### config.mk
export PLATFORM = sky130hd
export DESIGN_NAME = cpsi_top
export DESIGN_NICKNAME = d
export VERILOG_FILES = /design/src/pkg/cpsi_pkg.sv /design/src/core/cpsi_top.sv
export VERILOG_INCLUDE_DIRS = /design/src /design/src/pkg
export SDC_FILE = /design/constraint.sdc
export NUM_CORES = 1
export LEC_CHECK = 0
export ABC_AREA = 1
export BUFFER_PORTS_ARGS = -buffer_cell sky130_fd_sc_hd__buf_2
export CAP_MARGIN = 5
export CORE_ASPECT_RATIO = 0.6
export CORE_UTILIZATION = 55
export DETAILED_ROUTE_END_ITERATION = 8
export PLACE_DENSITY_LB_ADDON = 0.3
export SYNTH_ARGS = -nofsm -noshare
export SYNTH_HDL_FRONTEND = slang
export SYNTH_SLANG_ARGS = --single-unit
### constraint.sdc
create_clock -name i_clk -period 1.8 [get_ports i_clk]
set_input_delay 0.09 -clock i_clk [delete_from_list [all_inputs] [get_ports i_clk]]
set_output_delay 0.09 -clock i_clk [all_outputs]
set_load 0.01 [all_outputs]
### src/pkg/cpsi_defs.svh
`ifndef CPSI_DEFS_SVH
`define CPSI_DEFS_SVH

// Register indices; the byte address is four times the index.
`define CPSI_IDX_CTRL0   6'h00
`define CPSI_IDX_CTRL1   6'h10
`define CPSI_IDX_STAT    6'h11
`define CPSI_IDX_IEN     6'h12
`define CPSI_IDX_EVT     6'h13
`define CPSI_IDX_PAIRPOL 6'h1c

// Field positions.
`define CPSI_B_SRST    15
`define CPSI_B_ANEN    12
`define CPSI_B_POLDIS  1
`define CPSI_B_XO_HI   6
`define CPSI_B_XO_LO   5
`define CPSI_B_PAGE    12
`define CPSI_B_RESOLV  11

// Speed codes.
`define CPSI_SPD_10    2'h0
`define CPSI_SPD_1000  2'h2

// Reset values and masks.
`define CPSI_STAT_RST  16'h8040
`define CPSI_STAT_KEEP 16'he040
`define CPSI_RSVD_MASK 16'hff7b
`define CPSI_IEN_RST   16'h0000
`define CPSI_ANEN_RST  1'h1

`endif

### src/pkg/cpsi_pkg.sv
package cpsi_pkg;
  `include "cpsi_defs.svh"

  // Crossover configuration codes.
  typedef enum logic [1:0] {
    CPSI_XO_MDI  = 2'h0,
    CPSI_XO_MDIX = 2'h1,
    CPSI_XO_RSVD = 2'h2,
    CPSI_XO_AUTO = 2'h3
  } cpsi_xo_t;

  // Line-side status levels from the analog front end.
  typedef struct packed {
    logic [1:0] speed;
    logic       duplex;
    logic       an_done;
    logic       page_rx;
    logic       link_rt;
    logic       link_up;
    logic       pause_tx;
    logic       pause_rx;
    logic       mdix_auto;
    logic       downshift;
    logic       edet_sleep;
    logic       pol;
    logic       jabber;
    logic [3:0] pair_pol;
    logic       an_err;
    logic       sym_err;
    logic       false_car;
    logic       flp_nolink;
  } cpsi_phy_t;

  // APB request from the master.
  typedef struct packed {
    logic        psel;
    logic        penable;
    logic        pwrite;
    logic [7:0]  paddr;
    logic [31:0] pwdata;
  } cpsi_apb_req_t;

  // Whole block state.
  typedef struct packed {
    cpsi_phy_t   sync1;
    cpsi_phy_t   sync2;
    cpsi_phy_t   prev;
    logic [15:0] stat;
    logic [15:0] ev;
    logic [15:0] en;
    logic        an_en;
    logic        pol_dis;
    cpsi_xo_t    xo_mode;
    cpsi_xo_t    xo_app;
    logic        sr;
    logic [31:0] prdata;
    logic        pready;
    logic        pslverr;
    logic        irq;
  } cpsi_state_t;

  localparam cpsi_state_t CPSI_STATE_RST = '{
    sync1: '0, sync2: '0, prev: '0,
    stat: `CPSI_STAT_RST, ev: 16'h0000, en: `CPSI_IEN_RST,
    an_en: `CPSI_ANEN_RST, pol_dis: 1'h0,
    xo_mode: CPSI_XO_AUTO, xo_app: CPSI_XO_AUTO,
    sr: 1'h0, prdata: 32'h0000_0000, pready: 1'h0,
    pslverr: 1'h0, irq: 1'h0
  };
endpackage

### src/core/cpsi_top.sv
// Design decision made here: the APB interface to the registers.
`timescale 1ns/1ps
// Functional notes
// - Speed at 15:14, resets to 1000.
// - Duplex at bit 13, one is full.
// - Resolved bit 11; forced one without negotiation.
// - Page received bit 12 latches, clears on read.
// - Global link bit 3, real-time link bit 10.
// - Pause resolution mirrored in bits 9, 8.
// - Crossover bit 6, follows manual setting; in auto mode it shows the line result.
// - New crossover setting applies after soft reset.
// - Polarity bit 1, forced normal when disabled at speed 10.
// - Per-pair polarity shown in 1000 mode.
// - Enables gate the interrupt; kept across soft reset.
// - Enables 15..12: error, speed, duplex, page.
// - Enables 11..8: done, link, symbol, carrier.
// - Enables 6,5,4,3,1,0; bits 7, 2 reserved.
// - Downshift bit 5, energy detect bit 4.
// - Bits 7, 2 zero; jabber bit 0.
// - Event flags latch until read, written with one, or soft reset.
module cpsi_top
  import cpsi_pkg::*;
(
  // Clock and reset.
  input  wire logic          i_clk,
  input  wire logic          i_rst_b,
  // APB slave.
  input  wire cpsi_apb_req_t i_apb,
  output logic               o_pready,
  output logic [31:0]        o_prdata,
  output logic               o_pslverr,
  // Line-side status, asynchronous.
  input  wire cpsi_phy_t     i_phy,
  // Interrupt.
  output logic               o_irq
);

  cpsi_state_t q;
  cpsi_state_t d;

  // Word index of an address, and whether it hits a register.
  function automatic logic [5:0] idx_of(input logic [7:0] a);
    return a[7:2];
  endfunction

  function automatic logic is_mapped(input logic [7:0] a);
    logic [5:0] i;
    i = idx_of(a);
    return (a[1:0] == 2'h0) &&
           (i == `CPSI_IDX_CTRL0 || i == `CPSI_IDX_CTRL1 ||
            i == `CPSI_IDX_STAT  || i == `CPSI_IDX_IEN ||
            i == `CPSI_IDX_EVT   || i == `CPSI_IDX_PAIRPOL);
  endfunction

  function automatic logic rose(input logic now, input logic was);
    return now & ~was;
  endfunction

  // Next-state logic for the whole block.
  always_comb begin
    cpsi_phy_t   s;
    cpsi_phy_t   p;
    logic        setup;
    logic        wr;
    logic        rd;
    logic [5:0]  ai;
    logic        resolved;
    logic        xo;
    logic        pol;
    logic        page;
    logic [15:0] stat;
    logic [15:0] ev_new;
    logic [15:0] clr;
    logic [15:0] rword;
    s        = q.sync2;
    p        = q.prev;
    d        = q;
    setup    = i_apb.psel & ~i_apb.penable;
    wr       = i_apb.psel & i_apb.penable & q.pready & i_apb.pwrite & ~q.pslverr;
    rd       = i_apb.psel & i_apb.penable & q.pready & ~i_apb.pwrite & ~q.pslverr;
    ai       = idx_of(i_apb.paddr);
    resolved = q.an_en ? s.an_done : 1'b1;
    pol      = (q.pol_dis && s.speed == `CPSI_SPD_10) ? 1'b0 : s.pol;
    clr      = 16'h0000;
    rword    = 16'h0000;
    xo       = 1'b0;
    page     = 1'b0;
    stat     = 16'h0000;
    ev_new   = 16'h0000;

    // Only the first synchroniser stage reads the pins.
    d.sync1 = i_phy;
    d.sync2 = q.sync1;
    d.prev  = q.sync2;

    // Manual crossover shows the applied setting, auto shows the line.
    unique case (q.xo_app)
      CPSI_XO_MDI:  xo = 1'b0;
      CPSI_XO_MDIX: xo = 1'b1;
      default:      xo = s.mdix_auto;
    endcase

    // Clear-on-read only drops the bits that were actually returned, so a
    // flag set between the setup and access edges is never lost.
    if (rd && ai == `CPSI_IDX_STAT) begin
      clr[`CPSI_B_PAGE] = q.prdata[`CPSI_B_PAGE];
    end
    page = (q.stat[`CPSI_B_PAGE] & ~clr[`CPSI_B_PAGE]) | rose(s.page_rx, p.page_rx);

    stat = {s.speed, s.duplex, page, resolved, s.link_rt,
            s.pause_tx, s.pause_rx, 1'b0, xo,
            s.downshift, s.edet_sleep, s.link_up, 1'b0, pol, s.jabber};

    // Events, one per enable bit.
    ev_new = {rose(s.an_err, p.an_err),
              s.speed != p.speed,
              s.duplex != p.duplex,
              rose(s.page_rx, p.page_rx),
              rose(s.an_done, p.an_done),
              s.link_up != p.link_up,
              rose(s.sym_err, p.sym_err),
              rose(s.false_car, p.false_car),
              1'b0,
              xo != q.stat[6],
              rose(s.downshift, p.downshift),
              s.edet_sleep != p.edet_sleep,
              rose(s.flp_nolink, p.flp_nolink),
              1'b0,
              pol != q.stat[1],
              rose(s.jabber, p.jabber)};

    // Reading the event register or writing ones to it clears flags.
    if (rd && ai == `CPSI_IDX_EVT) begin
      clr = q.prdata[15:0];
    end else if (wr && ai == `CPSI_IDX_EVT) begin
      clr = i_apb.pwdata[15:0];
    end
    d.ev   = ((q.ev & ~clr) | ev_new) & `CPSI_RSVD_MASK;
    d.stat = stat;
    d.sr   = 1'b0;

    // Register writes take effect at the access edge.
    if (wr) begin
      unique case (ai)
        `CPSI_IDX_CTRL0: begin
          d.sr    = i_apb.pwdata[`CPSI_B_SRST];
          d.an_en = i_apb.pwdata[`CPSI_B_ANEN];
        end
        `CPSI_IDX_CTRL1: begin
          d.xo_mode = cpsi_xo_t'(i_apb.pwdata[`CPSI_B_XO_HI:`CPSI_B_XO_LO]);
          d.pol_dis = i_apb.pwdata[`CPSI_B_POLDIS];
        end
        `CPSI_IDX_IEN: d.en = i_apb.pwdata[15:0] & `CPSI_RSVD_MASK;
        default: ;
      endcase
    end

    // Soft reset clears the fields that it owns; enables are untouched.
    if (q.sr) begin
      d.xo_app = q.xo_mode;
      d.stat   = stat & `CPSI_STAT_KEEP;
      d.ev     = 16'h0000;
    end

    // Read data and error are prepared in setup; one wait-free access.
    d.pready = setup;
    if (setup) begin
      d.pslverr = ~is_mapped(i_apb.paddr);
      unique case (ai)
        `CPSI_IDX_CTRL0:   rword = 16'(q.an_en) << `CPSI_B_ANEN;
        `CPSI_IDX_CTRL1:   rword = (16'(q.xo_mode) << `CPSI_B_XO_LO) |
                                   (16'(q.pol_dis) << `CPSI_B_POLDIS);
        `CPSI_IDX_STAT:    rword = q.stat;
        `CPSI_IDX_IEN:     rword = q.en;
        `CPSI_IDX_EVT:     rword = q.ev;
        `CPSI_IDX_PAIRPOL: rword = (s.speed == `CPSI_SPD_1000) ? 16'(s.pair_pol) : 16'h0000;
        default:           rword = 16'h0000;
      endcase
      d.prdata = {16'h0000, rword};
    end

    d.irq = |(d.ev & d.en);
  end

  // State register with synchronous active-low reset.
  always_ff @(posedge i_clk) begin
    if (!i_rst_b) begin
      q <= CPSI_STATE_RST;
    end else begin
      q <= d;
    end
  end

  // Every output comes straight from the state register.
  assign o_pready  = q.pready;
  assign o_prdata  = q.prdata;
  assign o_pslverr = q.pslverr;
  assign o_irq     = q.irq;

  // Access-phase decodes used by the checks below.
  logic acc_rd;
  logic acc_wr;
  assign acc_rd = i_apb.psel & i_apb.penable & q.pready & ~i_apb.pwrite & ~q.pslverr;
  assign acc_wr = i_apb.psel & i_apb.penable & q.pready & i_apb.pwrite & ~q.pslverr;
endmodule

# After elaboration in Yosys (flattened, before gate mapping)

Cells that the tools add are included.
Widths: inputs -> output; s select.

Register bits after elaboration: 131
Input bits: 67
Output and inout bits: 35
Logic and storage cells: 142

Equal/unequal tests: 13
Multiplexer cells: 13
Bitwise gates (word level): 36
Reduce and logical (&&, ||, !) cells: 19

Operators by type and width:

| kind               | count |
|---|---|
| $pmux 16 s6        | 1 |
| $mux 16            | 4 |
| $and 16x16->16     | 2 |
| $eq 6x5->1 const B | 5 |
| $mux 20            | 1 |
| $and 1x1->1        | 16 |
| $not 16->16        | 1 |
| $or 16x16->16      | 1 |
| $reduce_or 16->1   | 1 |
| $not 1->1          | 14 |
| $or 7x2->7         | 1 |
| $logic_not 2->1    | 3 |
| $logic_not 6->1    | 1 |
| $logic_and 1x1->1  | 5 |
| $logic_or 1x1->1   | 5 |
| $ne 1x1->1         | 5 |
| $mux 1             | 4 |
| $mux 4             | 1 |
| $reduce_and 2->1   | 2 |
| $mux 3             | 1 |
| $reduce_and 3->1   | 1 |
| $eq 2x1->1 const B | 1 |
| $eq 2x2->1 const B | 1 |
| $ne 2x2->1         | 1 |
| 3 further kinds    | 3 |

# Logic depth before layout (Yosys ltp)

Depth after elaboration: 14
Gate-level depth with buffers: 13
Mapped depth without buffers: 12

# Worst setup path after synthesis

Ideal clock, no wire load.

Kind: reg2reg
From: register q (netlist bit o_pready)
To: register q (netlist bit o_irq)
Library setup time: 122 ps
Arrival: 1398 ps
Data required time: 1678 ps
Path slack: 280 ps
Stages on the path, launching flop included: 12
Buffers on the path: 2
Period minus slack after synthesis: 1520 ps
Cells stage by stage: dfxtp_1 -> nand3_1 -> nor2_2 -> buf_4 -> buf_4 -> nand3_1 -> nand3_1 -> nand2_1 -> nand2_1 -> nand2_1 -> o21ai_0 -> nand3_1

Word-level cells in the longest chain between the ends: 13
Elaborated cells on any way between the ends: 18
Classes of those cells: mux (5); bitwise (9); reduce/logical (4)

RTL lines:

| element                     | RTL line        | RTL |
|---|---|---|
| from (decl)                 | cpsi_top.sv:38  | `cpsi_state_t q;` |
| from (signal assigned)      | cpsi_top.sv:188 | `q <= CPSI_STATE_RST;` |
| from (signal assigned)      | cpsi_top.sv:190 | `q <= d;` |
| $and 1x1->1 *               | --              |  |
| $and 1x1->1 (2 in series)   | --              |  |
| $logic_and 1x1->1 (no line) | --              |  |
| $mux 1                      | cpsi_top.sv:105 | `` if (rd && ai == `CPSI_IDX_STAT) begin `` |
| $mux 16                     | cpsi_top.sv:135 | `` end else if (wr && ai == `CPSI_IDX_EVT) begin `` |
| $mux 16                     | cpsi_top.sv:133 | `` if (rd && ai == `CPSI_IDX_EVT) begin `` |
| $not 16->16                 | cpsi_top.sv:138 | `` d.ev = ((q.ev & ~clr) \| ev_new) & `CPSI_RSVD_MASK; `` |
| $and 16x16->16              | cpsi_top.sv:138 |  |
| $or 16x16->16               | cpsi_top.sv:138 |  |
| $mux 16                     | cpsi_top.sv:159 | `if (q.sr) begin` |
| $and 16x16->16 *            | cpsi_top.sv:182 | `d.irq = \|(d.ev & d.en);` |
| $reduce_or 16->1 *          | cpsi_top.sv:182 |  |

Every way passes the cells marked *; elsewhere a longest branch is shown, timed or not.
A chain may end at the register's enable or synchronous reset.

# Final worst setup path

Ends and elaborated chain as after synthesis.

==> results.cfg <==
[outcome]
status = finished, final reports clean

[clock_network]
cts_tree = yes
clk_path_buf_depth = 2
cts_buffers = 17
numClockSinks = 122
clock_latency_ns = 0.41
htree_levels = 4
clk_pin_slew_worst_paths_ns = 0.05
cts-root-buf = clkbuf_16
cts_setup_buffers = 0

[min_path]
worstHoldPathCells = 3
hold_class = input port to register

[job]
cap_violations = 0

[setup_path]
worstPathMaxFanout = 11
crit_required_ns = 2.09
ff2ff_path_depth = 10
path_class = register to register
critPathCaptureType = register
arrival_ns = 1.95
cp-start-kind = register

[detailed_routing]
drc_errors = 0
routed_wl_um = 12300
drt_pass1_iterations = 5
wire_per_inst_um = 13.62
drt_iter0_markers = 343
vias_per_cell = 5.061
vias = 4570
drtAntennaViolNets = 0

[yosys]
synth_common_cells = nand2_1 (190), dfxtp_1 (122), inv_1 (119)
yosysMostFrequentCell = nand2_1
yosysTopAreaCell = dfxtp_1
synth_flop_cell = dfxtp_1
synth_edf_count = 0
yosys_warnings = 0
syn_inst = 689
netlist.area_leader.share = 0.4826
mappedNetlistArea_um2 = 5061
async_reset_ff_frac = 0
synth_area_leaders = dfxtp_1 (48%), nand2_1 (14%), inv_1 (8.8%)
syn_avg_cell_area_um2 = 7.346
seq_area_frac_synth = 0.4826
ys_types = 34
synth-seq-cells = 122

[global_route]
grt_pass1_vias = 4249
grt_pass1_wl_um = 19630
grtUsageTotal = 0.2686
grt_antenna_before_repair = 0
grt_max_degree = 68
grt_overflow = 0

[placed_design]
placed_cell_area_um2 = 5398
place_congestion = 0.9131
numPortBuffers = 66
post-dp-hpwl_um = 8326

[layout]
syn2layout_area_growth_pct = 24.15
nets = 846
drive_above_1_share = 0.1669
stdcell_area_um2 = 6284
num_antenna_cells = 0

[sta]
max_freq_mhz = 604.5
tns_ns = 0
min_period_ns = 1.654
slew_violations = 0
timing.final.crit_share = 0.9190
finalSetupViolCount = 0
report.final.hold_viol_count = 0
fin_worst_skew_ns = 0.006172
rsz0062_at_grt = no
slew_headroom = 0.5534
fin_hold_ws_ns = 0.01372
tightest_slew_ns = 0.6692

[die]
coreArea_um2 = 8718
die_y_um = 76.31
num_rows = 26
io_pins = 102
die_x_um = 125.8
die_area_um2 = 9602
start_util = 0.5805

[power_and_ir_drop]
leakage_nw = 3.240
irDropWorstVdd_mv = 1.020
powerDensity_nw_per_um2 = 1049
layout by cell type (no fill, tap or decap), drive strengths merged, types with 3 or more instances in the layout:
cell type / n
nand2: 191
dfxtp: 122
inv: 121
buf: 86
nand3: 62
nor2: 48
a21oi: 34
dlygate4sd3: 28
clkbuf: 23
o21ai: 20
conb: 17
clkinv: 5
xnor2: 4
o211ai: 4
nor3: 4
nand4: 3
o21a: 3
a221oi: 3
bufinv: 3
state kept, by name, indices dropped and copies added (netlist names):
name,count
q,60
d,44
o_prdata,15
o_irq,1
o_pready,1
o_pslverr,1
power breakdown:
group / internal [mW] / switching (mW) / total [mW]
Sequential: 2.80 / 0.0406 / 2.84
Clock: 2.23 / 1.12 / 3.35
Combinational: 0.167 / 0.234 / 0.401
stage by stage:
step / worst slack, ns / cells / power (mW) / util
4_1_cts: 0.04952 / 903 / 6.614 / 0.7186
2_1_floorplan: 0.2802 / 705 / 3.122 / -
6_report: 0.1458 / 903 / 6.594 / 0.7207
3_3_place_gp: 0.1863 / 844 / 3.219 / 0.6191
5_1_grt: 0.004730 / 903 / 6.812 / 0.7207
3_5_place_dp: 0.1268 / 844 / 3.234 / 0.6191
cell families (layout without fill, tap and decap cells):
group,after synthesis,count (layout),share of synthesized area
other cells,1,17,0.0007409
flops,122,122,0.4826
xor+xnor,6,6,0.01038
simple gates,311,311,0.2621
buf+inv,180,266,0.1676
compound gates,69,69,0.07664
layer usage:
layer	track usage	share of wire
met1	0.3384	0.43
met2	0.4350	0.45
met3	0.07022	0.093
met4	0.1193	0.024
met5	0	0
critical path, cell delays in order (launching register included):
cell,delay (ns)
dfxtp_1,0.33
nand3_2,0.12
nor2_4,0.17
buf_6,0.17
nand3_1,0.12
nand3_1,0.14
nand2_1,0.07
nand2_1,0.07
nand3_1,0.10
o21bai_1,0.16
nand3_1,0.08
layout make-up:
class / count / area (um2)
fill: 674 / 2435
clock inverter: 8 / 118.9
multi-input combinational: 403 / 1846
sequential: 122 / 2442
timing repair buffer: 114 / 814.5
tap: 112 / 140.1
inverter: 121 / 454.2
clock buffer: 23 / 467.9
timing repair:
item,4_1_cts,5_1_grt
resized for setup,0,5
setup endpoints to repair,0,1
endpoints found under the hold margin,27,0
hold buffers,28,0
final timing paths:
path                                from  endpoint  slack (ns)
worst max-delay path            o_pready     o_irq        0.15
worst min-delay path            i_apb[6]     q[39]        0.01
worst max register to register  o_pready     o_irq        0.15
worst min register to register    d[120]     d[98]        0.40
No activity file was read; power rests on OpenSTA's default activity.
